[config.mk]
export PLATFORM = sky130hd
export DESIGN_NAME = dcfd_top
export DESIGN_NICKNAME = d
export VERILOG_FILES = /design/src/dcfd_pkg.sv /design/src/dcfd_field_walker.sv /design/src/dcfd_rx_datapath.sv /design/src/dcfd_top.sv
export VERILOG_INCLUDE_DIRS = /design/src
export SDC_FILE = /design/constraint.sdc
export NUM_CORES = 1
export LEC_CHECK = 0
export BUFFER_PORTS_ARGS = -buffer_cell sky130_fd_sc_hd__buf_2
export CAP_MARGIN = 20
export CORE_UTILIZATION = 60
export DETAILED_ROUTE_END_ITERATION = 10
export GPL_TIMING_DRIVEN = 0
export MAX_ROUTING_LAYER = met4
export PLACE_DENSITY_LB_ADDON = 0.05
export SKIP_LAST_GASP = 1
export SLEW_MARGIN = 10
export SYNTH_ARGS = -nofsm -noshare
export SYNTH_HDL_FRONTEND = slang
export SYNTH_SLANG_ARGS = --single-unit
export TNS_END_PERCENT = 20
[constraint.sdc]
create_clock -name CLK -period 18.6 [get_ports CLK]
set_input_delay 0.93 -clock CLK [delete_from_list [all_inputs] [get_ports CLK]]
set_output_delay 0.93 -clock CLK [all_outputs]
set_load 0.01 [all_outputs]
[src/dcfd_defs.svh]
// Purpose: Constants of the configuration field decoder
// Assumes: Included by bare name
// Notes: Offsets are byte addresses on the register bus
`ifndef DCFD_DEFS_SVH
`define DCFD_DEFS_SVH
// ----------------------------------------
// Register offsets
// ----------------------------------------
`define DCFD_OFS_CTRL 8'h00
`define DCFD_OFS_PAYLOAD 8'h04
`define DCFD_OFS_STATUS 8'h08
`define DCFD_OFS_ALARMS 8'h0c
`define DCFD_OFS_SETUP 8'h10
`define DCFD_OFS_BERWIN 8'h14
`define DCFD_OFS_REPORT 8'h18
// ----------------------------------------
// Field positions
// ----------------------------------------
`define DCFD_CTRL_RESTART 0
`define DCFD_CTRL_CLRERR 1
`define DCFD_ST_ERR 8
`define DCFD_ST_APPLIED 9
`define DCFD_ST_CNT 16
// ----------------------------------------
// Reset values and limits
// ----------------------------------------
`define DCFD_RST_MASK 8'h00
`define DCFD_RST_BEREXP 8'h06
`define DCFD_RST_BERWIN 32'd1000000
`define DCFD_CID_LEN 24
`define DCFD_BER_MAX 9
`define DCFD_MAX_FRAMING 8'h03
`define DCFD_MAX_BAUD 8'h08
`define DCFD_MAX_APORT 8'h01
`define DCFD_MAX_IFTYPE 8'h02
`define DCFD_MAX_LINE 8'h03
`define DCFD_MAX_RXMODE 8'h03
`define DCFD_MAX_FLAG 8'h01
`define DCFD_RESP_OKAY 2'b00
`define DCFD_RESP_SLVERR 2'b10
`endif

[src/dcfd_pkg.sv]
// Purpose: Types of the configuration field decoder
// Assumes: Nothing
// Notes: Field order is the payload order
package dcfd_pkg;
    typedef enum logic [4:0] {
        F_ALM2 = 5'b00000,
        F_ALM3 = 5'b00001,
        F_ALM4 = 5'b00010,
        F_CALM = 5'b00011,
        F_RSV1 = 5'b00100,
        F_BER = 5'b00101,
        F_CID = 5'b00110,
        F_TLB = 5'b00111,
        F_BLB = 5'b01000,
        F_IFLB = 5'b01001,
        F_RSV2 = 5'b01010,
        F_INV = 5'b01011,
        F_FRM = 5'b01100,
        F_BAUD = 5'b01101,
        F_APORT = 5'b01110,
        F_AIF = 5'b01111,
        F_MPIF = 5'b10000,
        F_LIF = 5'b10001,
        F_PAIR = 5'b10010,
        F_RXMODE = 5'b10011
    } dcfd_field_e;
endpackage

[src/dcfd_field_walker.sv]
// Purpose: Steps through payload fields in order
// Assumes: One byte strobe per payload byte
// Notes: Multi-byte identifier is skipped byte by byte
`timescale 1ns/1ps
`default_nettype none
`include "dcfd_defs.svh"
module dcfd_field_walker #(
    parameter int CID_LEN = `DCFD_CID_LEN
) (
    input wire logic clk,
    input wire logic rst,
    input wire logic ce,
    input wire logic restart,
    input wire logic byte_stb,
    output var dcfd_pkg::dcfd_field_e field,
    output logic [7:0] cid_cnt
);
    initial begin
        if (CID_LEN < 1 || CID_LEN > 255) begin
            $error("CID_LEN out of range");
        end
    end

    always_ff @(posedge clk or posedge rst) begin
        if (rst) begin
            field <= dcfd_pkg::F_ALM2;
            cid_cnt <= 8'h00;
        end else if (ce) begin
            if (restart) begin
                field <= dcfd_pkg::F_ALM2;
                cid_cnt <= 8'h00;
            end else if (byte_stb) begin
                if (field == dcfd_pkg::F_CID && cid_cnt != 8'(CID_LEN - 1)) begin
                    cid_cnt <= cid_cnt + 8'h01;
                end else if (field == dcfd_pkg::F_RXMODE) begin
                    field <= dcfd_pkg::F_ALM2;
                    cid_cnt <= 8'h00;
                end else begin
                    field <= dcfd_pkg::dcfd_field_e'(field + 5'b00001);
                end
            end
        end
    end

    walk_wrap_a: assert property (@(posedge clk) disable iff (rst)
        ce && !restart && byte_stb && field == dcfd_pkg::F_RXMODE |=> field == dcfd_pkg::F_ALM2)
        else $error("walker did not wrap");
endmodule
`default_nettype wire

[src/dcfd_rx_datapath.sv]
// Purpose: Receive data polarity and symbol pair order
// Assumes: One symbol pair per valid cycle
// Notes: Bit 1 is the first symbol of a pair
`timescale 1ns/1ps
`default_nettype none
module dcfd_rx_datapath (
    input wire logic clk,
    input wire logic rst,
    input wire logic ce,
    input wire logic in_valid,
    input wire logic [1:0] in_pair,
    input wire logic invert,
    input wire logic swap,
    output logic out_valid,
    output logic [1:0] out_pair
);
    logic [1:0] ordered;
    assign ordered = swap ? {in_pair[0], in_pair[1]} : in_pair;

    always_ff @(posedge clk or posedge rst) begin
        if (rst) begin
            out_valid <= 1'b0;
            out_pair <= 2'b00;
        end else if (ce) begin
            out_valid <= in_valid;
            if (in_valid) begin
                out_pair <= ordered ^ {2{invert}};
            end
        end
    end

    inv_path_a: assert property (@(posedge clk) disable iff (rst)
        ce && in_valid && !swap |=> out_pair == ($past(in_pair) ^ {2{$past(invert)}}))
        else $error("polarity wrong");
    swap_path_a: assert property (@(posedge clk) disable iff (rst)
        ce && in_valid && swap && !invert |=> out_pair == {$past(in_pair[0]), $past(in_pair[1])})
        else $error("pair order wrong");
endmodule
`default_nettype wire

[src/dcfd_top.sv]
// Purpose: Decodes the demodulator configuration payload tail
// Assumes: AXI4-Lite master, one write and one read at a time
// Notes: Settings apply only after a full, valid payload
//
// Contract
// - Mask bit zero hides its fault, one lets it be reported.
// - Second mask: underflow, overflow, under 10%, over 90%, logic, downconverter.
// - Third mask: eight lock faults from IF synthesizer to frame sync.
// - Fourth mask: four activity faults, upper four bits spare.
// - BER byte n gives a window of ten to the n bits.
// - Terrestrial, baseband and IF loopback enabled by one, off by zero.
// - Invert byte one inverts every received data bit.
// - Framing codes: none, 1/16 IBS, 1/16 async, 96 kbit IDR.
// - Baud codes 0..8 map to 1200 through 600 baud.
// - Async port type: 0 RS-232, 1 RS-485.
// - Async and multiprotocol interface: 0 V.35, 1 RS-422, 2 RS-232.
// - Line interface: T1 AMI, T1 B8ZS, balanced E1, unbalanced E1.
// - Symbol pairing byte applies always; one swaps paired symbols.
// - Receive mode: closed net, IDR, IBS, drop and insert.
`timescale 1ns/1ps
`default_nettype none
`include "dcfd_defs.svh"
module dcfd_top #(
    parameter int CID_LEN = `DCFD_CID_LEN,
    parameter int BER_MAX = `DCFD_BER_MAX
) (
    input wire logic CLK,
    input wire logic RST,
    input wire logic CE,
    input wire logic S_AXI_AWVALID,
    output logic S_AXI_AWREADY,
    input wire logic [7:0] S_AXI_AWADDR,
    input wire logic S_AXI_WVALID,
    output logic S_AXI_WREADY,
    input wire logic [31:0] S_AXI_WDATA,
    input wire logic [3:0] S_AXI_WSTRB,
    output logic S_AXI_BVALID,
    input wire logic S_AXI_BREADY,
    output logic [1:0] S_AXI_BRESP,
    input wire logic S_AXI_ARVALID,
    output logic S_AXI_ARREADY,
    input wire logic [7:0] S_AXI_ARADDR,
    output logic S_AXI_RVALID,
    input wire logic S_AXI_RREADY,
    output logic [31:0] S_AXI_RDATA,
    output logic [1:0] S_AXI_RRESP,
    input wire logic [5:0] FAULT_BUF,
    input wire logic [7:0] FAULT_LOCK,
    input wire logic [3:0] FAULT_ACT,
    output logic [5:0] REPORT_BUF,
    output logic [7:0] REPORT_LOCK,
    output logic [3:0] REPORT_ACT,
    output logic LOOP_TERR,
    output logic LOOP_BB,
    output logic LOOP_IF,
    output logic [1:0] FRAMING,
    output logic [3:0] BAUD_CODE,
    output logic PORT_RS485,
    output logic [1:0] ASYNC_IF,
    output logic [1:0] MPROT_IF,
    output logic [1:0] LINE_IF,
    output logic [1:0] RX_MODE,
    output logic [31:0] BER_WINDOW,
    input wire logic RX_VALID,
    input wire logic [1:0] RX_PAIR,
    output logic RXO_VALID,
    output logic [1:0] RXO_PAIR
);
    initial begin
        if (BER_MAX < 0 || BER_MAX > 9) begin
            $error("BER_MAX must fit 32 bits");
        end
    end

    // ----------------------------------------
    // Helpers
    // ----------------------------------------
    function automatic logic [31:0] pow10(input logic [7:0] n);
        logic [31:0] v;
        v = 32'h0000_0001;
        for (int i = 0; i < 9; i++) begin
            if (8'(i) < n) begin
                v = 32'(v * 32'd10);
            end
        end
        return v;
    endfunction

    function automatic logic in_range(input logic [7:0] v, input logic [7:0] lim);
        return v <= lim;
    endfunction

    // ----------------------------------------
    // Bus slave
    // ----------------------------------------
    logic wr_go;
    logic rd_go;
    logic wr_hit;
    logic byte_stb;
    logic restart;
    logic clr_err;
    assign wr_go = S_AXI_AWVALID && S_AXI_WVALID && !S_AXI_AWREADY && !S_AXI_BVALID;
    assign rd_go = S_AXI_ARVALID && !S_AXI_ARREADY && !S_AXI_RVALID;
    assign wr_hit = S_AXI_AWADDR == `DCFD_OFS_CTRL || S_AXI_AWADDR == `DCFD_OFS_PAYLOAD;
    assign byte_stb = CE && wr_go && S_AXI_AWADDR == `DCFD_OFS_PAYLOAD && S_AXI_WSTRB[0];
    assign restart = wr_go && S_AXI_AWADDR == `DCFD_OFS_CTRL && S_AXI_WSTRB[0]
        && S_AXI_WDATA[`DCFD_CTRL_RESTART];
    assign clr_err = wr_go && S_AXI_AWADDR == `DCFD_OFS_CTRL && S_AXI_WSTRB[0]
        && S_AXI_WDATA[`DCFD_CTRL_CLRERR];

    always_ff @(posedge CLK or posedge RST) begin
        if (RST) begin
            S_AXI_AWREADY <= 1'b0;
            S_AXI_WREADY <= 1'b0;
            S_AXI_BVALID <= 1'b0;
            S_AXI_BRESP <= `DCFD_RESP_OKAY;
        end else if (CE) begin
            S_AXI_AWREADY <= wr_go;
            S_AXI_WREADY <= wr_go;
            if (wr_go) begin
                S_AXI_BVALID <= 1'b1;
                S_AXI_BRESP <= wr_hit ? `DCFD_RESP_OKAY : `DCFD_RESP_SLVERR;
            end else if (S_AXI_BREADY) begin
                S_AXI_BVALID <= 1'b0;
            end
        end
    end

    // ----------------------------------------
    // Field latching
    // ----------------------------------------
    dcfd_pkg::dcfd_field_e field;
    logic [7:0] cid_cnt;
    logic [7:0] b;
    logic byte_ok;
    logic frame_bad;
    logic last_byte;
    logic [7:0] sh_alm2, sh_alm3, sh_alm4, sh_ber;
    logic [7:0] sh_loop, sh_frm, sh_baud, sh_port, sh_aif, sh_mpif, sh_lif;
    logic sh_inv;
    logic sh_pair;
    assign b = S_AXI_WDATA[7:0];
    assign last_byte = byte_stb && field == dcfd_pkg::F_RXMODE;

    dcfd_field_walker #(
        .CID_LEN(CID_LEN)
    ) u_walk (
        .clk(CLK),
        .rst(RST),
        .ce(CE),
        .restart(restart),
        .byte_stb(byte_stb),
        .field(field),
        .cid_cnt(cid_cnt)
    );

    // Out-of-range codes poison the whole payload rather than half-apply it
    always_comb begin
        unique case (field)
            dcfd_pkg::F_RSV1, dcfd_pkg::F_RSV2: byte_ok = b == 8'h00;
            dcfd_pkg::F_BER: byte_ok = in_range(b, 8'(BER_MAX));
            dcfd_pkg::F_TLB, dcfd_pkg::F_BLB, dcfd_pkg::F_IFLB,
            dcfd_pkg::F_INV, dcfd_pkg::F_PAIR: byte_ok = in_range(b, `DCFD_MAX_FLAG);
            dcfd_pkg::F_FRM: byte_ok = in_range(b, `DCFD_MAX_FRAMING);
            dcfd_pkg::F_BAUD: byte_ok = in_range(b, `DCFD_MAX_BAUD);
            dcfd_pkg::F_APORT: byte_ok = in_range(b, `DCFD_MAX_APORT);
            dcfd_pkg::F_AIF, dcfd_pkg::F_MPIF: byte_ok = in_range(b, `DCFD_MAX_IFTYPE);
            dcfd_pkg::F_LIF: byte_ok = in_range(b, `DCFD_MAX_LINE);
            dcfd_pkg::F_RXMODE: byte_ok = in_range(b, `DCFD_MAX_RXMODE);
            default: byte_ok = 1'b1;
        endcase
    end

    always_ff @(posedge CLK or posedge RST) begin
        if (RST) begin
            sh_alm2 <= `DCFD_RST_MASK;
            sh_alm3 <= `DCFD_RST_MASK;
            sh_alm4 <= `DCFD_RST_MASK;
            sh_ber <= `DCFD_RST_BEREXP;
            sh_loop <= 8'h00;
            sh_inv <= 1'b0;
            sh_frm <= 8'h00;
            sh_baud <= 8'h00;
            sh_port <= 8'h00;
            sh_aif <= 8'h00;
            sh_mpif <= 8'h00;
            sh_lif <= 8'h00;
            sh_pair <= 1'b0;
        end else if (byte_stb) begin
            unique case (field)
                dcfd_pkg::F_ALM2: sh_alm2 <= b;
                dcfd_pkg::F_ALM3: sh_alm3 <= b;
                dcfd_pkg::F_ALM4: sh_alm4 <= b;
                dcfd_pkg::F_BER: sh_ber <= b;
                dcfd_pkg::F_TLB: sh_loop[0] <= b[0];
                dcfd_pkg::F_BLB: sh_loop[1] <= b[0];
                dcfd_pkg::F_IFLB: sh_loop[2] <= b[0];
                dcfd_pkg::F_INV: sh_inv <= b[0];
                dcfd_pkg::F_FRM: sh_frm <= b;
                dcfd_pkg::F_BAUD: sh_baud <= b;
                dcfd_pkg::F_APORT: sh_port <= b;
                dcfd_pkg::F_AIF: sh_aif <= b;
                dcfd_pkg::F_MPIF: sh_mpif <= b;
                dcfd_pkg::F_LIF: sh_lif <= b;
                dcfd_pkg::F_PAIR: sh_pair <= b[0];
                default: sh_pair <= sh_pair;
            endcase
        end
    end

    always_ff @(posedge CLK or posedge RST) begin
        if (RST) begin
            frame_bad <= 1'b0;
        end else if (CE) begin
            if (restart || last_byte) begin
                frame_bad <= 1'b0;
            end else if (byte_stb && !byte_ok) begin
                frame_bad <= 1'b1;
            end
        end
    end

    // ----------------------------------------
    // Applied configuration
    // ----------------------------------------
    logic apply;
    logic err;
    logic applied;
    logic [7:0] apply_cnt;
    logic [7:0] alm2, alm3, alm4;
    logic inv;
    logic pair;
    assign apply = last_byte && !frame_bad && byte_ok;

    always_ff @(posedge CLK or posedge RST) begin
        if (RST) begin
            alm2 <= `DCFD_RST_MASK;
            alm3 <= `DCFD_RST_MASK;
            alm4 <= `DCFD_RST_MASK;
            LOOP_TERR <= 1'b0;
            LOOP_BB <= 1'b0;
            LOOP_IF <= 1'b0;
            inv <= 1'b0;
            pair <= 1'b0;
            FRAMING <= 2'b00;
            BAUD_CODE <= 4'h0;
            PORT_RS485 <= 1'b0;
            ASYNC_IF <= 2'b00;
            MPROT_IF <= 2'b00;
            LINE_IF <= 2'b00;
            RX_MODE <= 2'b00;
            BER_WINDOW <= `DCFD_RST_BERWIN;
        end else if (CE && apply) begin
            alm2 <= sh_alm2 & 8'h3f;
            alm3 <= sh_alm3;
            alm4 <= sh_alm4 & 8'h0f;
            {LOOP_IF, LOOP_BB, LOOP_TERR} <= sh_loop[2:0];
            inv <= sh_inv;
            pair <= sh_pair;
            FRAMING <= sh_frm[1:0];
            BAUD_CODE <= sh_baud[3:0];
            PORT_RS485 <= sh_port[0];
            ASYNC_IF <= sh_aif[1:0];
            MPROT_IF <= sh_mpif[1:0];
            LINE_IF <= sh_lif[1:0];
            RX_MODE <= b[1:0];
            BER_WINDOW <= pow10(sh_ber);
        end
    end

    // New error wins over a clear in the same cycle
    always_ff @(posedge CLK or posedge RST) begin
        if (RST) begin
            err <= 1'b0;
            applied <= 1'b0;
            apply_cnt <= 8'h00;
        end else if (CE) begin
            if (last_byte && !apply) begin
                err <= 1'b1;
            end else if (clr_err) begin
                err <= 1'b0;
            end
            if (apply) begin
                applied <= 1'b1;
                apply_cnt <= apply_cnt + 8'h01;
            end
        end
    end

    // Spare bits are held at zero so a stray one cannot unmask
    always_ff @(posedge CLK or posedge RST) begin
        if (RST) begin
            REPORT_BUF <= 6'h00;
            REPORT_LOCK <= 8'h00;
            REPORT_ACT <= 4'h0;
        end else if (CE) begin
            REPORT_BUF <= FAULT_BUF & alm2[5:0];
            REPORT_LOCK <= FAULT_LOCK & alm3;
            REPORT_ACT <= FAULT_ACT & alm4[3:0];
        end
    end

    dcfd_rx_datapath u_dp (
        .clk(CLK),
        .rst(RST),
        .ce(CE),
        .in_valid(RX_VALID),
        .in_pair(RX_PAIR),
        .invert(inv),
        .swap(pair),
        .out_valid(RXO_VALID),
        .out_pair(RXO_PAIR)
    );

    // ----------------------------------------
    // Read side
    // ----------------------------------------
    always_ff @(posedge CLK or posedge RST) begin
        if (RST) begin
            S_AXI_ARREADY <= 1'b0;
            S_AXI_RVALID <= 1'b0;
            S_AXI_RDATA <= 32'h0000_0000;
            S_AXI_RRESP <= `DCFD_RESP_OKAY;
        end else if (CE) begin
            S_AXI_ARREADY <= rd_go;
            if (rd_go) begin
                S_AXI_RVALID <= 1'b1;
                S_AXI_RRESP <= `DCFD_RESP_OKAY;
                unique case (S_AXI_ARADDR)
                    `DCFD_OFS_STATUS: S_AXI_RDATA <= {8'h00, apply_cnt, 6'h00, applied, err,
                        3'b000, field};
                    `DCFD_OFS_ALARMS: S_AXI_RDATA <= {8'h00, alm4, alm3, alm2};
                    `DCFD_OFS_SETUP: S_AXI_RDATA <= {12'h000, RX_MODE, LINE_IF, MPROT_IF,
                        ASYNC_IF, PORT_RS485, BAUD_CODE, FRAMING, pair, inv, LOOP_IF, LOOP_BB,
                        LOOP_TERR};
                    `DCFD_OFS_BERWIN: S_AXI_RDATA <= BER_WINDOW;
                    `DCFD_OFS_REPORT: S_AXI_RDATA <= {14'h0000, REPORT_ACT, REPORT_LOCK,
                        REPORT_BUF};
                    `DCFD_OFS_CTRL, `DCFD_OFS_PAYLOAD: S_AXI_RDATA <= 32'h0000_0000;
                    default: begin
                        S_AXI_RDATA <= 32'h0000_0000;
                        S_AXI_RRESP <= `DCFD_RESP_SLVERR;
                    end
                endcase
            end else if (S_AXI_RREADY) begin
                S_AXI_RVALID <= 1'b0;
            end
        end
    end

    // ----------------------------------------
    // Checks
    // ----------------------------------------
    aw_w_pair_a: assert property (@(posedge CLK) disable iff (RST)
        S_AXI_AWREADY == S_AXI_WREADY)
        else $error("address and data taken apart");
    write_resp_a: assert property (@(posedge CLK) disable iff (RST)
        CE && wr_go |=> S_AXI_BVALID && S_AXI_AWREADY)
        else $error("write not answered");
    read_resp_a: assert property (@(posedge CLK) disable iff (RST)
        CE && rd_go |=> S_AXI_RVALID && S_AXI_ARREADY)
        else $error("read not answered");
    apply_last_a: assert property (@(posedge CLK) disable iff (RST)
        CE && $changed(alm3) |-> $past(field) == dcfd_pkg::F_RXMODE)
        else $error("applied before last byte");
    mask_gate_a: assert property (@(posedge CLK) disable iff (RST)
        $past(CE) |-> REPORT_LOCK == ($past(FAULT_LOCK) & $past(alm3)))
        else $error("mask gating wrong");
    spare_zero_a: assert property (@(posedge CLK) disable iff (RST)
        alm2[7:6] == 2'b00 && alm4[7:4] == 4'h0)
        else $error("spare mask bit set");
    ber_window_a: assert property (@(posedge CLK) disable iff (RST)
        CE && apply && sh_ber == 8'h06 |=> BER_WINDOW == 32'd1000000)
        else $error("BER window wrong");
    bad_code_a: assert property (@(posedge CLK) disable iff (RST)
        CE && last_byte && frame_bad |=> err && $stable(FRAMING))
        else $error("bad payload applied");
    loop_apply_a: assert property (@(posedge CLK) disable iff (RST)
        CE && apply |=> LOOP_IF == $past(sh_loop[2]) && RX_MODE == $past(b[1:0]))
        else $error("loopback or mode not applied");
endmodule
`default_nettype wire

==> report_table.html <==
<table>
<tr><th>Metric</th><th>Value</th></tr>
<tr><th colspan="2">Detailed routing</th></tr>
<tr><td>Count of antenna-violating nets left after detailed routing</td><td>0</td></tr>
<tr><td>Routed length on met2</td><td>approximately 23000 um</td></tr>
<tr><td>Routed Wire Length</td><td>just under 50000 um</td></tr>
<tr><td>Number of DRC markers after the initial detailed-route iteration</td><td>~1300</td></tr>
<tr><td>Top Layer Used</td><td>met4</td></tr>
<tr><td>DR vias/cell</td><td>a little over 6</td></tr>
<tr><td>DRT Pass-1 Iters</td><td>5</td></tr>
<tr><td>Overall via count from detail_route</td><td>15500</td></tr>
<tr><td>Routed wire per std cell</td><td>between 15 and 20 um</td></tr>
<tr><td>Routed metal-1 wirelength</td><td>22800 um</td></tr>
<tr><td>Final routed DRC violation total</td><td>0</td></tr>
<tr><td>Met3 WL</td><td>2790 um</td></tr>
<tr><th colspan="2">Timing</th></tr>
<tr><td>Final-layout worst hold slack</td><td>between 0.4 and 0.5 ns</td></tr>
<tr><td>Final hold viol count</td><td>0</td></tr>
<tr><td>Final slew viol count</td><td>0</td></tr>
<tr><td>Post-route clock skew</td><td>approximately 0.016 ns</td></tr>
<tr><td>TNS Setup</td><td>0 ns</td></tr>
<tr><td>Fmax</td><td>63.4 MHz</td></tr>
<tr><td>RSZ-0062 raised after global routing</td><td>no</td></tr>
<tr><td>Transition time at the pin with the least slew margin</td><td>0.902 ns</td></tr>
<tr><td>Portion of the clock cycle consumed by the worst path in the final layout</td><td>0.848</td></tr>
<tr><td>Minimum period implied by the final worst setup slack</td><td>15.77 ns</td></tr>
<tr><td>Headroom to the max-slew limit</td><td>0.395</td></tr>
<tr><td>Endpoints failing setup</td><td>0</td></tr>
<tr><th colspan="2">Die</th></tr>
<tr><td>Die boundary width</td><td>approximately 170 um</td></tr>
<tr><td>Initial core utilization</td><td>0.611</td></tr>
<tr><td>I/O pin count</td><td>193</td></tr>
<tr><td>Row count</td><td>61</td></tr>
<tr><td>Core Region</td><td>roughly 0.028 mm2</td></tr>
<tr><td>Die area</td><td>slightly below 0.03 mm2</td></tr>
<tr><td>Die Y-Extent</td><td>~170 um</td></tr>
<tr><th colspan="2">Global routing</th></tr>
<tr><td>Overall routing resource usage</td><td>0.353</td></tr>
<tr><td>Antenna violations before repair</td><td>1</td></tr>
<tr><td>First-pass GRT wire length</td><td>about 80000 um</td></tr>
<tr><td>Total congestion overflow after global routing</td><td>0</td></tr>
<tr><td>Pin count of the biggest net entering global routing</td><td>around 110</td></tr>
<tr><td>Number of global-route vias before repair</td><td>roughly 15000</td></tr>
<tr><th colspan="2">Place</th></tr>
<tr><td># placed instances</td><td>between 2000 and 2500</td></tr>
<tr><td>Detailed placer's ending HPWL</td><td>roughly 39000 um</td></tr>
<tr><td>Routability congestion estimate from global placement</td><td>roughly 0.95</td></tr>
<tr><td>Buffers on Ports</td><td>~160</td></tr>
<tr><th colspan="2">Synthesis</th></tr>
<tr><td>Synthesized instance count</td><td>~1900</td></tr>
<tr><td>Main area contributors after synthesis</td><td>dfrtp_1, ha_1, mux2_2, nand2_1, o21ai_0</td></tr>
<tr><td>Dominant synthesized flop cell</td><td>dfrtp_1</td></tr>
<tr><td>Netlist area before placement</td><td>about 0.017 mm2</td></tr>
<tr><td>Count of warnings emitted by yosys</td><td>0</td></tr>
<tr><td>Unique masters post-synth</td><td>96</td></tr>
<tr><td>Syn avg cell area</td><td>8.88 um2</td></tr>
<tr><td>Proportion of synthesized chip area in sequential cells</td><td>0.290</td></tr>
<tr><td>FFs w/ async S/R, synth</td><td>1.00</td></tr>
<tr><td>Number of enable-type register cells in the synthesized netlist</td><td>0</td></tr>
<tr><td>Proportion of netlist area held by the largest area contributor</td><td>0.276</td></tr>
<tr><td>Largest area contributor in the netlist</td><td>dfrtp_1</td></tr>
<tr><td>Flip-flop and latch count after synthesis</td><td>197</td></tr>
<tr><th colspan="2">Worst setup path</th></tr>
<tr><td>Critical register-to-register path startpoint</td><td>sh_ber[7]$_DFFE_PP0P_</td></tr>
<tr><td>Data required time of the critical path</td><td>18.93 ns</td></tr>
<tr><td>CP max-delay cell</td><td>o21ai_0</td></tr>
<tr><td>Critical Path Max Stage Delay</td><td>between 0.6 and 0.7 ns</td></tr>
<tr><td>Most common cell on crit path</td><td>ha_1</td></tr>
<tr><td>CP Data Arrival Time</td><td>between 15 and 20 ns</td></tr>
<tr><td>Timing startpoint of the critical path</td><td>sh_ber[7]$_DFFE_PP0P_</td></tr>
<tr><td>Maximum fanout along the worst path</td><td>10</td></tr>
<tr><td>Sort of element at the start of the critical path</td><td>flip-flop</td></tr>
<tr><td>Critical path endpoint category</td><td>flip-flop</td></tr>
<tr><td>Critical path start-end classification</td><td>flip-flop to flip-flop</td></tr>
<tr><th colspan="2">Finish</th></tr>
<tr><td>Post-route insts no fill</td><td>between 2000 and 2500</td></tr>
<tr><td>Layout cells sized above 1</td><td>0.169</td></tr>
<tr><td>Area grow syn2layout</td><td>11.1%</td></tr>
<tr><td>Number of nets in the layout</td><td>2414</td></tr>
<tr><th colspan="2">Min path</th></tr>
<tr><td>Min-Delay Startpoint</td><td>S_AXI_RDATA[24]$_DFFE_PP0P_</td></tr>
<tr><td>Worst hold path class</td><td>flip-flop to flip-flop</td></tr>
<tr><th colspan="2">Clocking</th></tr>
<tr><td># hold bufs at CTS</td><td>0</td></tr>
<tr><td>Clock tree from TritonCTS</td><td>done</td></tr>
<tr><td>Worst skew pair latency</td><td>around 0.43 ns</td></tr>
<tr><td>Setup Fix Bufs, Post-CTS</td><td>0</td></tr>
<tr><td>Clock transition at path regs</td><td>approximately 0.08 ns</td></tr>
<tr><td>Deepest clock path buffer count</td><td>2</td></tr>
<tr><td>Post_cts resized</td><td>0</td></tr>
<tr><td>TritonCTS buffer count</td><td>17</td></tr>
<tr><td>H-tree lvl count</td><td>4</td></tr>
<tr><td>Clock sinks</td><td>197</td></tr>
<tr><td>Cell chosen for the clock root</td><td>clkbuf_16</td></tr>
<tr><th colspan="2">Power and ir drop</th></tr>
<tr><td>Post-layout power</td><td>~0.00086 W</td></tr>
<tr><td>Worst supply voltage drop on vdd</td><td>about 0.063 mV</td></tr>
<tr><td>Leakage power</td><td>just under 10 nW</td></tr>
<tr><td>Power Density</td><td>around 46 mW/mm2</td></tr>
<tr><th colspan="2">Job</th></tr>
<tr><td>Max capacitance violation total</td><td>0</td></tr>
<tr><th colspan="2">Status</th></tr>
<tr><td>Result of the run</td><td>complete, no violations</td></tr>
</table>
cells by family (layout without fill, tap and decap cells):
| kind of cell | after synthesis | after routing | share of synthesized area |
|---|---|---|---|
| compound gates | 531 | 531 | 0.205 |
| xor+xnor | 99 | 99 | 0.0509 |
| fa+ha+maj | 233 | 233 | 0.174 |
| buf+inv | 167 | 362 | 0.0396 |
| flops | 197 | 197 | 0.290 |
| mux | 115 | 115 | 0.0765 |
| other cells | 1 | 4 | 0.000220 |
| simple gates | 574 | 574 | 0.163 |
placed cells by master (no fill, tap or decap), types with 65 or more instances in the layout:
cell | synthesis | final
nand2_1 | 192 | 192
xnor2_1 | 65 | 65
dfrtp_1 | 188 | 188
mux2_2 | 93 | 93
a21oi_1 | 114 | 114
buf_2 | 16 | 178
ha_1 | 226 | 226
inv_1 | 90 | 89
nand3_1 | 67 | 67
nor2_1 | 129 | 129
o21ai_0 | 132 | 132
through the flow:
step,cell area [um2],util,worst slack [ns]
after floorplan,17000,-,5.57
after global placement,18300,0.657,3.21
after detailed placement,18400,0.659,3.06
after CTS,18900,0.679,2.99
after global routing,18900,0.679,1.91
final,18900,0.679,2.83
final cells by class:
cell class	count	area [um2]
diodes	2	5.00
plain buffers	74	324
clock buffers	20	447
clock inverters	12	114
fillers	2373	8940
inverters	93	358
multi-input cells	1554	11400
flip-flops and latches	197	4940
well taps	378	473
repair buffers	163	838
report_power, final:
part / total (W) / internal, W / leakage, nW / switching, W
registers: 0.000447 / 0.000439 / 2.67 / 0.00000736
clock network: 0.000357 / 0.000181 / 0.273 / 0.000176
logic: 0.0000597 / 0.0000208 / 7.00 / 0.0000389
cells in the mapped netlist, types with 26 or more instances:
cell type / n
mux2_2: 93
inv_1: 90
dfrtp_1: 188
nand3_1: 67
clkbuf_1: 47
a22oi_1: 26
nand2_1: 192
nor2_1: 129
a211oi_1: 27
xnor2_1: 65
a31oi_1: 28
xor2_1: 34
a21oi_1: 114
a21o_1: 52
ha_1: 226
o21ai_0: 132
flip-flops by register name, indices dropped and copies added, names as in the netlist, 3 cells and up:
name,cells
BAUD_CODE,4
BER_WINDOW,32
REPORT_ACT,4
REPORT_BUF,6
REPORT_LOCK,8
S_AXI_RDATA,32
alm2,6
alm3,8
alm4,4
apply_cnt,8
sh_alm2,6
sh_alm3,8
sh_alm4,4
sh_baud,4
sh_ber,8
sh_loop,3
u_walk.cid_cnt,8
u_walk.field,5
final timing paths:
kind / slack (ns) / end / cells past startpoint
max: 2.83 / BER_WINDOW[31]$_DFFE_PP0P_ / 59
min: 0.46 / S_AXI_RDATA[24]$_DFFE_PP0P_ / 2
max reg2reg: 2.83 / BER_WINDOW[31]$_DFFE_PP0P_ / 59
min reg2reg: 0.46 / S_AXI_RDATA[24]$_DFFE_PP0P_ / 2
max in group asynchronous: 17.05 / BER_WINDOW[9]$_DFFE_PP1P_ / 3
min in group asynchronous: 0.59 / S_AXI_RVALID$_DFFE_PP0P_ / 2
per-layer routing:
layer	vias to the layer above	track usage
met3	95	0.0412
met2	527	0.552
met4	0	0.107
li1	7359	-
met5	-	-
met1	7565	0.480
worst max-delay path, delay by kind of cell (launching register included):
| family | cells | cell delay [ns] |
|---|---|---|
| simple gates | 17 | 3.24 |
| buf+inv | 4 | 0.75 |
| compound gates | 18 | 5.11 |
| mux | 2 | 0.53 |
| xor+xnor | 4 | 0.74 |
| flops | 1 | 0.42 |
| fa+ha+maj | 14 | 4.83 |
No activity file was read; power rests on OpenSTA's default activity.
